File: config.mk
export PLATFORM = sky130hd
export DESIGN_NAME = swq_sweep_sequencer
export DESIGN_NICKNAME = d
export VERILOG_FILES = /design/src/rtl/swq_pkg.sv /design/src/rtl/swq_sweep_sequencer.sv /design/src/rtl/swq_conv_timer.sv
export VERILOG_INCLUDE_DIRS = /design/src /design/src/rtl
export SDC_FILE = /design/constraint.sdc
export NUM_CORES = 1
export LEC_CHECK = 0
export ABC_AREA = 1
export BUFFER_PORTS_ARGS = -buffer_cell sky130_fd_sc_hd__clkbuf_2
export CORE_MARGIN = 5
export CORE_UTILIZATION = 30
export DETAILED_ROUTE_END_ITERATION = 10
export PLACE_DENSITY = 0.59
export REMOVE_ABC_BUFFERS = 1
export SETUP_SLACK_MARGIN = 0.05
export SLEW_MARGIN = 30
export SYNTH_ARGS = -nofsm -noshare
export SYNTH_HDL_FRONTEND = slang
export SYNTH_SLANG_ARGS = --single-unit
File: constraint.sdc
create_clock -name clk -period 2.45 [get_ports clk]
set_input_delay 0.49 -clock clk [delete_from_list [all_inputs] [get_ports clk]]
set_output_delay 0.49 -clock clk [all_outputs]
set_load 0.01 [all_outputs]
File: src/rtl/swq_defs.svh
// Register offsets, field positions, codes and timing counts of the
// repeat sweep sequencer.
// Assumes a 32-bit classic Wishbone slave with word-aligned registers.
`ifndef SWQ_DEFS_SVH
`define SWQ_DEFS_SVH

// Word indices (byte address is four times the index)
`define SWQ_WORD_CTRL0      6'h00
`define SWQ_WORD_CTRL1      6'h01
`define SWQ_WORD_CTRL2      6'h02
`define SWQ_WORD_STATUS     6'h03
// Result words 0x08..0x0F: upper three index bits equal this value
`define SWQ_WORD_RESULT_HI  3'h1

`define SWQ_CTRL_RESET      8'h00
`define SWQ_CTRL0_MASK      8'hFF
`define SWQ_CTRL1_MASK      8'h3F
`define SWQ_CTRL2_MASK      8'h07

// Control zero fields
`define SWQ_C0_CHAN_LSB     0
`define SWQ_C0_MODE_LSB     3
`define SWQ_C0_TRIG_BIT     6
`define SWQ_C0_START_BIT    7
// Control one fields
`define SWQ_C1_COUNT_LSB    0
`define SWQ_C1_TENBIT_BIT   2
`define SWQ_C1_REFCON_BIT   3
`define SWQ_C1_EXT_LSB      4
// Control two fields
`define SWQ_C2_SH_BIT       0
`define SWQ_C2_GROUP_LSB    1

// Operating modes
`define SWQ_MODE_ONESHOT    3'h0
`define SWQ_MODE_REPEAT     3'h1
`define SWQ_MODE_SINGLE     3'h2
`define SWQ_MODE_SWEEP0     3'h3
`define SWQ_MODE_SWEEP1     3'h4

// Extended input select codes
`define SWQ_EXT_NONE        2'h0
`define SWQ_EXT_A           2'h1
`define SWQ_EXT_B           2'h2
`define SWQ_EXT_OPAMP       2'h3

// Converter clock cycles per pin
`define SWQ_CYC_SH_8        28
`define SWQ_CYC_SH_10       33
`define SWQ_CYC_NOSH_8      40
`define SWQ_CYC_NOSH_10     48

`endif

File: src/rtl/swq_pkg.sv
// Types shared by the repeat sweep sequencer files.
// Assumes nothing beyond a SystemVerilog tool.
package swq_pkg;

  typedef enum logic [1:0] {
    SWQ_IDLE,
    SWQ_ARM,
    SWQ_CONV
  } swq_state_t;

  typedef enum logic [1:0] {
    SWQ_SRC_GROUP,
    SWQ_SRC_EXT_A,
    SWQ_SRC_EXT_B
  } swq_src_t;

endpackage

File: src/rtl/swq_sweep_sequencer.sv
// Converter sequencer with Wishbone register file and trigger input.
// Assumes the analog core delivers a right-justified result on convData
// in the cycle that the timer reports done.
// Operation
// - Sweep mode 0 cycles selected pins forever
// - Sweep count picks lowest 2,4,6,8 inputs
// - Software trigger starts on start bit
// - Pin trigger needs falling edge after start
// - Repeat sweeps run until start cleared, no interrupt
// - Sweep mode 1 converts all, priority first
// - One priority pin alternates with each other
// - Priority set is lowest 1 to 4
// - Result lands in register of converted pin
// - Group select picks one of four groups
// - Ten-bit fills bits 0-9, eight-bit 0-7
// - Sample-hold pin takes 28 or 33 cycles
// - Extended inputs only in one-shot and repeat
// - Extended a to result 0, b to 1
// - Op-amp mode routes out a, converts b
`include "swq_defs.svh"

module swq_sweep_sequencer #(
  parameter int unsigned DATA_W      = 10,
  parameter int unsigned CNT_W       = 6,
  parameter int unsigned CYC_NOSH_8  = `SWQ_CYC_NOSH_8,
  parameter int unsigned CYC_NOSH_10 = `SWQ_CYC_NOSH_10
) (
  input  wire logic              clk,
  input  wire logic              reset_n,
  input  wire logic              wb_cyc_i,
  input  wire logic              wb_stb_i,
  input  wire logic              wb_we_i,
  input  wire logic [7:0]        wb_adr_i,
  input  wire logic [3:0]        wb_sel_i,
  input  wire logic [31:0]       wb_dat_i,
  output logic      [31:0]       wb_dat_o,
  output logic                   wb_ack_o,
  input  wire logic              external_trigger_pin,
  input  wire logic [DATA_W-1:0] convData,
  output logic      [1:0]        anaGroup,
  output logic      [2:0]        anaChan,
  output swq_pkg::swq_src_t      sampleSource,
  output logic                   opAmpRoute,
  output logic                   sampleHold,
  output logic                   tenBitMode,
  output logic                   refConnect,
  output logic                   sampleStart,
  output logic                   convBusy
);
  import swq_pkg::*;

  logic [7:0]        ctrl0_r;
  logic [7:0]        ctrl0_nxt;
  logic [7:0]        ctrl1_r;
  logic [7:0]        ctrl1_nxt;
  logic [7:0]        ctrl2_r;
  logic [7:0]        ctrl2_nxt;
  logic              ack_r;
  logic              ack_nxt;
  logic [31:0]       dat_r;
  logic [31:0]       dat_nxt;
  logic [DATA_W-1:0] result_r [0:7];
  logic [DATA_W-1:0] res_nxt  [0:7];
  swq_state_t        state_r;
  swq_state_t        state_nxt;
  logic [2:0]        chan_r;
  logic [2:0]        chan_nxt;
  logic [2:0]        other_r;
  logic [2:0]        other_nxt;
  logic              syncA_r;
  logic              syncB_r;
  logic              trigPrev_r;
  logic              trigFall;
  logic              timerStart;
  logic              timerAbort;
  logic              timerDone;
  logic              timerBusy;
  logic              resWr;
  logic              hwClearStart;
  logic [5:0]        word;
  logic              reqNew;
  logic              wrEn;
  logic [2:0]        mode;
  logic              trigSel;
  logic              startBit;
  logic [1:0]        countField;
  logic [1:0]        extSel;
  logic              extActive;
  logic [2:0]        lastChan;
  logic [2:0]        prioLast;
  logic [2:0]        firstOther;
  logic [2:0]        firstChan;
  logic [2:0]        destIdx;
  logic [DATA_W-1:0] resVal;
  logic [CNT_W-1:0]  pinCycles;

  assign word       = wb_adr_i[7:2];
  assign reqNew     = wb_cyc_i && wb_stb_i && !ack_r;
  assign wrEn       = reqNew && wb_we_i && wb_sel_i[0];
  assign mode       = ctrl0_r[`SWQ_C0_MODE_LSB +: 3];
  assign trigSel    = ctrl0_r[`SWQ_C0_TRIG_BIT];
  assign startBit   = ctrl0_r[`SWQ_C0_START_BIT];
  assign countField = ctrl1_r[`SWQ_C1_COUNT_LSB +: 2];
  assign extSel     = ctrl1_r[`SWQ_C1_EXT_LSB +: 2];
  assign tenBitMode = ctrl1_r[`SWQ_C1_TENBIT_BIT];
  assign refConnect = ctrl1_r[`SWQ_C1_REFCON_BIT];
  assign sampleHold = ctrl2_r[`SWQ_C2_SH_BIT];
  assign anaGroup   = ctrl2_r[`SWQ_C2_GROUP_LSB +: 2];
  assign anaChan    = chan_r;
  assign convBusy   = (state_r != SWQ_IDLE);
  assign sampleStart = timerStart;
  assign wb_ack_o   = ack_r;
  assign wb_dat_o   = dat_r;

  // Extended pins are honoured only in one-shot and repeat modes
  assign extActive  = ((mode == `SWQ_MODE_ONESHOT) ||
                       (mode == `SWQ_MODE_REPEAT)) &&
                      (extSel != `SWQ_EXT_NONE);
  assign opAmpRoute = extActive && (extSel == `SWQ_EXT_OPAMP);
  assign lastChan   = {countField, 1'b1};
  assign prioLast   = {1'b0, countField};
  assign firstOther = 3'({1'b0, countField} + 3'd1);
  assign firstChan  = ((mode == `SWQ_MODE_ONESHOT) ||
                       (mode == `SWQ_MODE_REPEAT)) ?
                      ctrl0_r[`SWQ_C0_CHAN_LSB +: 3] : 3'h0;
  assign resVal     = tenBitMode ? convData :
                      {{(DATA_W-8){1'b0}}, convData[7:0]};
  assign pinCycles  = sampleHold ?
    (tenBitMode ? CNT_W'(`SWQ_CYC_SH_10) : CNT_W'(`SWQ_CYC_SH_8)) :
    (tenBitMode ? CNT_W'(CYC_NOSH_10) : CNT_W'(CYC_NOSH_8));

  always_comb begin
    sampleSource = SWQ_SRC_GROUP;
    destIdx      = chan_r;
    if (extActive) begin
      if (extSel == `SWQ_EXT_A) begin
        sampleSource = SWQ_SRC_EXT_A;
        destIdx      = 3'h0;
      end else if (extSel == `SWQ_EXT_B) begin
        sampleSource = SWQ_SRC_EXT_B;
        destIdx      = 3'h1;
      end else begin
        sampleSource = SWQ_SRC_EXT_B;
      end
    end
  end

  // Pin is asynchronous: two flops, then a third for the edge
  always_ff @(posedge clk or negedge reset_n) begin
    if (!reset_n) begin
      syncA_r    <= 1'b1;
      syncB_r    <= 1'b1;
      trigPrev_r <= 1'b1;
    end else begin
      syncA_r    <= external_trigger_pin;
      syncB_r    <= syncA_r;
      trigPrev_r <= syncB_r;
    end
  end
  assign trigFall = trigPrev_r && !syncB_r;

  swq_conv_timer #(
    .CNT_W (CNT_W)
  ) u_timer (
    .clk        (clk),
    .reset_n    (reset_n),
    .startPulse (timerStart),
    .abort      (timerAbort),
    .cycles     (pinCycles),
    .busy       (timerBusy),
    .done       (timerDone)
  );

  // No interrupt exists: repeating modes only stop on a cleared start bit
  always_comb begin
    state_nxt    = state_r;
    chan_nxt     = chan_r;
    other_nxt    = other_r;
    timerStart   = 1'b0;
    timerAbort   = 1'b0;
    resWr        = 1'b0;
    hwClearStart = 1'b0;
    case (state_r)
      SWQ_IDLE: begin
        if (startBit) begin
          chan_nxt  = firstChan;
          other_nxt = firstOther;
          if (trigSel) begin
            state_nxt = SWQ_ARM;
          end else begin
            state_nxt  = SWQ_CONV;
            timerStart = 1'b1;
          end
        end
      end
      SWQ_ARM: begin
        if (!startBit) begin
          state_nxt = SWQ_IDLE;
        end else if (trigFall) begin
          state_nxt  = SWQ_CONV;
          timerStart = 1'b1;
        end
      end
      SWQ_CONV: begin
        if (!startBit) begin
          state_nxt  = SWQ_IDLE;
          timerAbort = 1'b1;
        end else if (timerDone) begin
          resWr = 1'b1;
          case (mode)
            `SWQ_MODE_REPEAT: begin
              timerStart = 1'b1;
            end
            `SWQ_MODE_SINGLE: begin
              if (chan_r == lastChan) begin
                hwClearStart = 1'b1;
                state_nxt    = SWQ_IDLE;
              end else begin
                chan_nxt   = 3'(chan_r + 3'd1);
                timerStart = 1'b1;
              end
            end
            `SWQ_MODE_SWEEP0: begin
              chan_nxt   = (chan_r == lastChan) ? 3'h0 :
                           3'(chan_r + 3'd1);
              timerStart = 1'b1;
            end
            `SWQ_MODE_SWEEP1: begin
              // Whole priority set, then one other pin, then again
              if (chan_r < firstOther && chan_r != prioLast) begin
                chan_nxt = 3'(chan_r + 3'd1);
              end else if (chan_r == prioLast) begin
                chan_nxt = other_r;
              end else begin
                chan_nxt  = 3'h0;
                other_nxt = (other_r == 3'h7) ? firstOther :
                            3'(other_r + 3'd1);
              end
              timerStart = 1'b1;
            end
            default: begin
              hwClearStart = 1'b1;
              state_nxt    = SWQ_IDLE;
            end
          endcase
        end
      end
      default: begin
        state_nxt = SWQ_IDLE;
      end
    endcase
  end

  always_ff @(posedge clk or negedge reset_n) begin
    if (!reset_n) begin
      state_r <= SWQ_IDLE;
      chan_r  <= 3'h0;
      other_r <= 3'h1;
    end else begin
      state_r <= state_nxt;
      chan_r  <= chan_nxt;
      other_r <= other_nxt;
    end
  end

  // A software write wins over the end-of-run clear of the start bit
  always_comb begin
    ctrl0_nxt = ctrl0_r;
    ctrl1_nxt = ctrl1_r;
    ctrl2_nxt = ctrl2_r;
    ack_nxt   = reqNew;
    dat_nxt   = dat_r;
    if (hwClearStart) begin
      ctrl0_nxt[`SWQ_C0_START_BIT] = 1'b0;
    end
    if (wrEn && word == `SWQ_WORD_CTRL0) begin
      ctrl0_nxt = wb_dat_i[7:0] & `SWQ_CTRL0_MASK;
    end else if (wrEn && word == `SWQ_WORD_CTRL1) begin
      ctrl1_nxt = wb_dat_i[7:0] & `SWQ_CTRL1_MASK;
    end else if (wrEn && word == `SWQ_WORD_CTRL2) begin
      ctrl2_nxt = wb_dat_i[7:0] & `SWQ_CTRL2_MASK;
    end
    if (reqNew) begin
      if (word == `SWQ_WORD_CTRL0) begin
        dat_nxt = {24'h00_0000, ctrl0_r};
      end else if (word == `SWQ_WORD_CTRL1) begin
        dat_nxt = {24'h00_0000, ctrl1_r};
      end else if (word == `SWQ_WORD_CTRL2) begin
        dat_nxt = {24'h00_0000, ctrl2_r};
      end else if (word == `SWQ_WORD_STATUS) begin
        dat_nxt = {26'h000_0000, chan_r, timerBusy,
                   (state_r == SWQ_ARM), convBusy};
      end else if (word[5:3] == `SWQ_WORD_RESULT_HI) begin
        dat_nxt = {{(32-DATA_W){1'b0}}, result_r[word[2:0]]};
      end else begin
        dat_nxt = 32'h0000_0000;
      end
    end
  end

  always_ff @(posedge clk or negedge reset_n) begin
    if (!reset_n) begin
      ctrl0_r <= `SWQ_CTRL_RESET;
      ctrl1_r <= `SWQ_CTRL_RESET;
      ctrl2_r <= `SWQ_CTRL_RESET;
      ack_r   <= 1'b0;
      dat_r   <= 32'h0000_0000;
    end else begin
      ctrl0_r <= ctrl0_nxt;
      ctrl1_r <= ctrl1_nxt;
      ctrl2_r <= ctrl2_nxt;
      ack_r   <= ack_nxt;
      dat_r   <= dat_nxt;
    end
  end

  for (genvar i = 0; i < 8; i++) begin : g_res
    always_comb begin
      res_nxt[i] = result_r[i];
      if (resWr && destIdx == 3'(i)) begin
        res_nxt[i] = resVal;
      end
    end
    always_ff @(posedge clk or negedge reset_n) begin
      if (!reset_n) begin
        result_r[i] <= '0;
      end else begin
        result_r[i] <= res_nxt[i];
      end
    end
  end

  sw_start_a: assert property (
    @(posedge clk) disable iff (!reset_n)
    state_r == SWQ_IDLE && startBit && !trigSel
    |=> state_r == SWQ_CONV && timerBusy)
    else $error("software start did not begin a conversion");

  trig_wait_a: assert property (
    @(posedge clk) disable iff (!reset_n)
    state_r == SWQ_ARM && startBit && !trigFall
    |=> state_r == SWQ_ARM && !timerBusy)
    else $error("conversion began without a trigger edge");

  stop_clear_a: assert property (
    @(posedge clk) disable iff (!reset_n)
    state_r == SWQ_CONV && !startBit |=> state_r == SWQ_IDLE ##1 !timerBusy)
    else $error("conversion kept running after start bit cleared");

  sh_length_a: assert property (
    @(posedge clk) disable iff (!reset_n)
    timerStart && sampleHold && !tenBitMode
    |-> ##28 (timerDone || state_r != SWQ_CONV))
    else $error("eight-bit sample-hold pin not 28 cycles");

  sh_ten_a: assert property (
    @(posedge clk) disable iff (!reset_n)
    timerStart && sampleHold && tenBitMode
    |=> !timerDone [*8] ##25 (timerDone || state_r != SWQ_CONV))
    else $error("ten-bit sample-hold pin not 33 cycles");

  result_dest_a: assert property (
    @(posedge clk) disable iff (!reset_n)
    resWr |=> result_r[$past(destIdx)] == $past(resVal))
    else $error("result not stored for converted pin");

  res_eight_a: assert property (
    @(posedge clk) disable iff (!reset_n)
    resWr && !tenBitMode |=> result_r[$past(destIdx)][DATA_W-1:8] == '0)
    else $error("eight-bit result spills above bit 7");

  sweep_wrap_a: assert property (
    @(posedge clk) disable iff (!reset_n)
    mode == `SWQ_MODE_SWEEP0 && resWr && chan_r == lastChan
    |=> chan_r == 3'h0 && timerBusy && state_r == SWQ_CONV)
    else $error("sweep did not wrap to first pin");

  sweep_range_a: assert property (
    @(posedge clk) disable iff (!reset_n)
    mode == `SWQ_MODE_SWEEP0 && state_r == SWQ_CONV |-> chan_r <= lastChan)
    else $error("sweep converts a pin outside the set");

  prio_alt_a: assert property (
    @(posedge clk) disable iff (!reset_n)
    mode == `SWQ_MODE_SWEEP1 && countField == 2'h0 && resWr &&
    chan_r != 3'h0 |=> chan_r == 3'h0)
    else $error("priority pin not converted between others");

  ext_sweep_a: assert property (
    @(posedge clk) disable iff (!reset_n)
    mode >= `SWQ_MODE_SINGLE |-> sampleSource == SWQ_SRC_GROUP && !opAmpRoute)
    else $error("extended input used in a sweep mode");

  opamp_src_a: assert property (
    @(posedge clk) disable iff (!reset_n)
    opAmpRoute |-> sampleSource == SWQ_SRC_EXT_B && destIdx == chan_r)
    else $error("op-amp mode converts the wrong pin");
endmodule // swq_sweep_sequencer

File: src/rtl/swq_conv_timer.sv
// Per-pin conversion timer: counts the converter cycles of one pin.
// Assumes start and abort come from logic on the same clock.
module swq_conv_timer #(
  parameter int unsigned CNT_W = 6
) (
  input  wire logic             clk,
  input  wire logic             reset_n,
  input  wire logic             startPulse,
  input  wire logic             abort,
  input  wire logic [CNT_W-1:0] cycles,
  output logic                  busy,
  output logic                  done
);
  logic [CNT_W-1:0] cnt_r;
  logic [CNT_W-1:0] cnt_nxt;

  // A start in the done cycle reloads at once, so pins follow gaplessly
  always_comb begin
    cnt_nxt = cnt_r;
    if (startPulse) begin
      cnt_nxt = cycles;
    end else if (abort) begin
      cnt_nxt = '0;
    end else if (cnt_r != '0) begin
      cnt_nxt = cnt_r - CNT_W'(1);
    end
  end

  always_ff @(posedge clk or negedge reset_n) begin
    if (!reset_n) begin
      cnt_r <= '0;
    end else begin
      cnt_r <= cnt_nxt;
    end
  end

  assign busy = (cnt_r != '0);
  assign done = (cnt_r == CNT_W'(1));
endmodule // swq_conv_timer

* After elaboration in Yosys (flattened, before gate mapping)
Cells that the tools add are included.
** Cells by class
- Add/sub/neg operators :: 4
- Multipliers :: 0
- Divide/modulo/power cells :: 0
- $lt $le $gt $ge :: 2
- Equal/unequal tests :: 37
- Shift operators :: 0
- Multiplexer cells :: 68
- Bitwise gates (word level) :: 3
- Reductions and logical operators :: 38
** Operator list (count)
- $mux 10 :: 8
- $mux 3 :: 18
- $bmux 10 s3 :: 1
- $mux 6 :: 5
- $logic_and 1x1->1 :: 19
- $eq 3x3->1 const B :: 6
- $mux 2 :: 9
- $mux 1 :: 17
- $eq 3x2->1 const B :: 4
- $eq 6x1->1 const B :: 2
- $eq 6x2->1 const B :: 2
- $ne 2x2->1 const B :: 6
- $ne 3x3->1 const B :: 4
- $pmux 3 s2 :: 2
- $eq 3x1->1 const B :: 3
- $pmux 3 s3 :: 1
- $mux 8 :: 1
- $reduce_bool 2->1 :: 4
- $reduce_and 7->1 :: 1
- $add 3x1->3 const B :: 2
- $eq 2x2->1 const B :: 3
- $logic_not 3->1 :: 2
- $logic_not 6->1 :: 1
- $pmux 2 s3 :: 1
- 26 further kinds :: 30
** Storage, ports and cells
- Bits in registers :: 147
- Bits in latches :: 0
- Memory bits (writable) :: 0
- Bits in read-only memories :: 0
- Input bits :: 60
- Output and inout bits :: 46
- Logic and storage cells :: 173
- Memories kept :: 0

* Depth between registers and ports, before layout
- Depth after elaboration :: 9
- Mapped depth :: 13
- Gate-level depth less buffers :: 12

* Modules after synthesis
Synthesis repeated with hierarchy kept, for this count alone.
** Unflattened totals
- Cell total of the unflattened synthesis :: 857
- Area total of the unflattened synthesis :: 6555.0 sq um
** By module, submodules not included
- swq_sweep_sequencer :: instances 1, cells an instance 801, area an instance 6148.4 sq um, sequential area each 2982.9 sq um
- swq_conv_timer :: instances 1, cells an instance 56, area an instance 406.6 sq um, sequential area each 150.1 sq um

* Worst setup path before layout
No wires, ideal clock.
- Kind :: register -> output
- Start :: register state_r[0]
- End :: output port sampleStart
- Arrival :: 1.444 ns
- Path slack :: 0.516 ns
- Stages on the path, launching flop included :: 10
- Buffers on the path :: 1
- Path through :: dfrtp_1 -> inv_1 -> ha_1 -> buf_2 -> inv_2 -> nor2_2 -> nand3_1 -> nand2_1 -> nand2_2 -> inv_1
** Between the ends
- Word-level cells in the longest chain between the ends :: 2
- Elaborated cells between the ends (all ways) :: 4
- Classes of those cells :: 2 x eq/ne; 1 x mux; 1 x reduce/logical
** RTL lines
- from (decl) :: RTL line swq_sweep_sequencer.sv:64 : swq_state_t state_r;
- from (signal assigned) :: RTL line swq_sweep_sequencer.sv:260 : state_r <= state_nxt;
- $eq 2x2->1, or another cell as far along :: RTL line swq_sweep_sequencer.sv:183 : case (state_r)
- $pmux 1 s3 (*) :: RTL line swq_sweep_sequencer.sv:183
- to (decl) :: RTL line swq_sweep_sequencer.sv:47 : output logic sampleStart,
Every way passes the cells marked *; elsewhere a longest branch is shown, timed or not.

* Worst setup path after layout
- Start :: register u_timer.cnt_r[0]
- End :: output port sampleStart
** Between the ends
- Word-level cells in the longest chain between the ends :: 4
** RTL lines
- from (decl) :: RTL line swq_conv_timer.sv:14 : logic [CNT_W-1:0] cnt_r;
- from (signal assigned) :: RTL line swq_conv_timer.sv:33 : cnt_r <= cnt_nxt;
- $eq 6x1->1 :: RTL line swq_conv_timer.sv:38 : assign done = (cnt_r == CNT_W'(1));
- $mux 1 :: RTL line swq_sweep_sequencer.sv:208 : end else if (timerDone) begin
- $mux 1 :: RTL line swq_sweep_sequencer.sv:205 : if (!startBit) begin
- $pmux 1 s3 :: RTL line swq_sweep_sequencer.sv:183
No other way between the ends.

==> flow_summary.json <==
{
  "status": "completed",
  "synth_seq_cells": 125,
  "start_kind": "register",
  "rrSetupSlack_ns": 0.29,
  "antenna_found_initial": 0,
  "hold_viol": 0,
  "worstPathCellList": "ha_1 > nand3_2 > nor2_4 > nand3_1 > nand2_2 > nand2_4 > inv_1 > clkbuf_2",
  "slew_violations": 0,
  "synth_cells": 836,
  "postSynth.asyncResetShare_pct": 100.0,
  "clock_skew_ns": 0.01100,
  "cts_tree": "yes",
  "period_minus_slack_ns": 2.291,
  "wl_microns": 17660,
  "cp-end-kind": "output pin",
  "tightest_slew_ns": 0.5677,
  "num_rows": 54,
  "crit_arrival_ns": 1.80,
  "vdd_drop_max_mv": 0.4390,
  "root_buffer": "clkbuf_16",
  "cp_max_fo": 9,
  "drv_cap": 0,
  "use_met3_pct": 3.452,
  "powerDensity_nw_per_um2": 725.5,
  "h-tree-depth": 4,
  "finalCritPeriodShare_pct": 93.53,
  "ys_seq_area_share_pct": 47.38,
  "avgSynthCellArea_sq_um": 7.910,
  "grt_pass1_vias": 5394,
  "areaGrowthSynthToFinish_pct": 19.24,
  "core_sq_um": 21760,
  "slowest_stage": "dfrtp_1",
  "hp-class": "input port to async pin",
  "rsz0062_at_grt": "no",
  "vias": 5544,
  "postCtsHoldBufs": 0,
  "viasPerCell": 4.597,
  "crit_type": "register to output pin",
  "path_delay_family": "simple AND/OR/NAND/NOR gates",
  "cp.required_ns": 1.96,
  "p_leak_nw": 4.090,
  "ys_warn_count": 0,
  "synth-edff-count": 0,
  "grt_overflow": 0,
  "clock.fmax_mhz": 436.4,
  "gr-usage-met1_pct": 20.17,
  "fin_nets": 991,
  "wl_per_cell_microns": 14.64,
  "die_w_microns": 158.5,
  "clk_latency_ns": 0.42,
  "chipHeight_microns": 158.5,
  "firstDrtPassIters": 4,
  "drive_gt1_share_pct": 19.11,
  "gr-usage-met2_pct": 23.13,
  "track_usage_pct": 14.53,
  "start_util_pct": 30.39,
  "diodes": 0,
  "cts_max_path_buffers": 2,
  "busiest_layer": "met2",
  "ant_nets": 0,
  "numCtsBuffers": 17,
  "ios": 106,
  "dp_worst_setup_slack_ns": 0.3031,
  "worst_path_largest_cell_delay_ns": 0.43,
  "finalSetupViolCount": 0,
  "dpl.hpwl_microns": 12290,
  "synth_area_sq_um": 6613,
  "numClockSinks": 125,
  "postLayoutCoreUtil_pct": 36.24,
  "synthFlopType": "dfrtp_1",
  "slew-limit-headroom_pct": 61.75,
  "route.detailed.drc": 0,
  "drt-initial-drc-count": 467,
  "path_buf_inv": 2,
  "placed_area_sq_um": 7192,
  "setup_ws_ns": 0.1585,
  "synth.distinct_cells": 41,
  "finalSetupTns_ns": 0,
  "place_congestion": 0.8143,
  "clk_pin_slew_worst_paths_ns": 0.06,
  "grt_max_degree": 74,
  "stdcell_area_sq_um": 7885,
  "io_buffers": 54,
  "die_area_sq_um": 25110,
  "grt_pass1_wl_microns": 28650
}
-- cells by family (layout without fill, tap and decap cells) --
| logic type | after synthesis | in the layout | share of synthesized area (%) |
|---|---|---|---|
| and+or+nand+nor | 409 | 409 | 26.38 |
| AOI/OAI and AO/OA | 151 | 151 | 12.49 |
| DFF | 125 | 125 | 47.38 |
| buffers and inverters | 125 | 194 | 9.328 |
| adders and majority gates | 18 | 18 | 3.406 |
| xor gates and xnor gates | 6 | 6 | 0.7948 |
| other | 1 | 22 | 0.05671 |
| muxes | 1 | 1 | 0.1703 |
-- power by group --
part	total [mW]	switching (mW)	internal, mW
combinational	0.930	0.574	0.356
sequential	2.28	0.0987	2.18
clock	2.51	0.976	1.53
total	5.72	1.65	4.07
-- state kept, by name (all words and copies together) (netlist names), 2 cells and up --
signal and cells:
anaChan 3, ctrl0_r 8, ctrl1_r 6, ctrl2_r 3, other_r 3, result_r 80
state_r 2, u_timer.cnt_r 6, wb_dat_o 10
-- placed cells by master, fill, tap and decap left out, types with 3 or more instances in the layout --
cell       instances
nand2_1          282
dfrtp_1          119
inv_1             62
o21ai_1           57
clkbuf_2          53
o21ai_0           45
nor2_1            39
nand3_1           37
buf_4             34
a21oi_1           28
conb_1            22
clkbuf_16         17
ha_1              16
nand4_1           14
inv_2              9
nand2_2            7
nor2_2             7
o21ai_2            7
nor2_4             6
a22oi_1            5
dfstp_2            4
nand3_2            3
xor2_1             3
a31oi_1            3
or2_2              3
inv_6              3
clkinv_4           3
-- final cells by class --
type | count | area (sq um)
Tap cell | 280 | 350.3
Timing Repair Buffer | 89 | 560.5
Inverter | 73 | 274.0
Clock buffer | 20 | 446.7
Multi-Input combinational cell | 607 | 2980
Sequential cell | 125 | 3136
Clock inverter | 12 | 137.6
Fill cell | 2268 | 13870
-- Yosys cell counts, types with 4 or more instances --
master	count	area [sq um]
a21oi_1	28	140.1
a22oi_1	5	37.54
buf_2	19	95.09
buf_4	27	202.7
dfrtp_1	121	3028
dfstp_2	4	105.1
ha_1	18	225.2
inv_1	64	240.2
inv_2	7	26.28
nand2_1	283	1062
nand2_2	7	43.79
nand3_1	38	190.2
nand4_1	14	87.58
nor2_1	40	150.1
nor2_2	7	43.79
nor2_4	5	56.30
o21ai_0	45	225.2
o21ai_1	57	285.3
o21ai_2	7	61.31
-- final timing paths --
| path | start | to | cells after the start |
|---|---|---|---|
| min in group clk | external_trigger_pin | syncA_r | 1 |
| hold / removal | reset_n | u_timer.cnt_r[5] | 2 |
| setup / recovery | u_timer.cnt_r[0] | sampleStart | 8 |
| hold reg to reg | syncA_r | syncB_r | 0 |
| max in group asynchronous | reset_n | other_r[0] | 2 |
| setup reg to reg | ctrl1_r[1] | other_r[1] | 9 |
-- stage by stage --
step	hold slack, ns	cells	power (mW)
5_1_grt	0.08576	1206	5.994
2_1_floorplan	0.1944	805	2.873
6_report	0.06978	1206	5.721
3_3_place_gp	0.3549	1165	3.167
4_1_cts	0.07479	1198	5.719
3_5_place_dp	0.3504	1165	3.184
-- per-layer routing --
| metal | routed length, microns | vias to the layer above |
|---|---|---|
| met2 | 8090 | 125 |
| met4 | 238 | 0 |
| li1 | - | 2802 |
| met1 | 8381 | 2602 |
| met3 | 948 | 15 |
| met5 | 0 | - |
-- timing repair --
action | in CTS | in global routing
resized for setup | 5 | 8
setup buffers | 1 | 8
pin swaps | 1 | 4
endpoints found under the setup margin | 1 | 1
(Power assumes the default switching activity.)
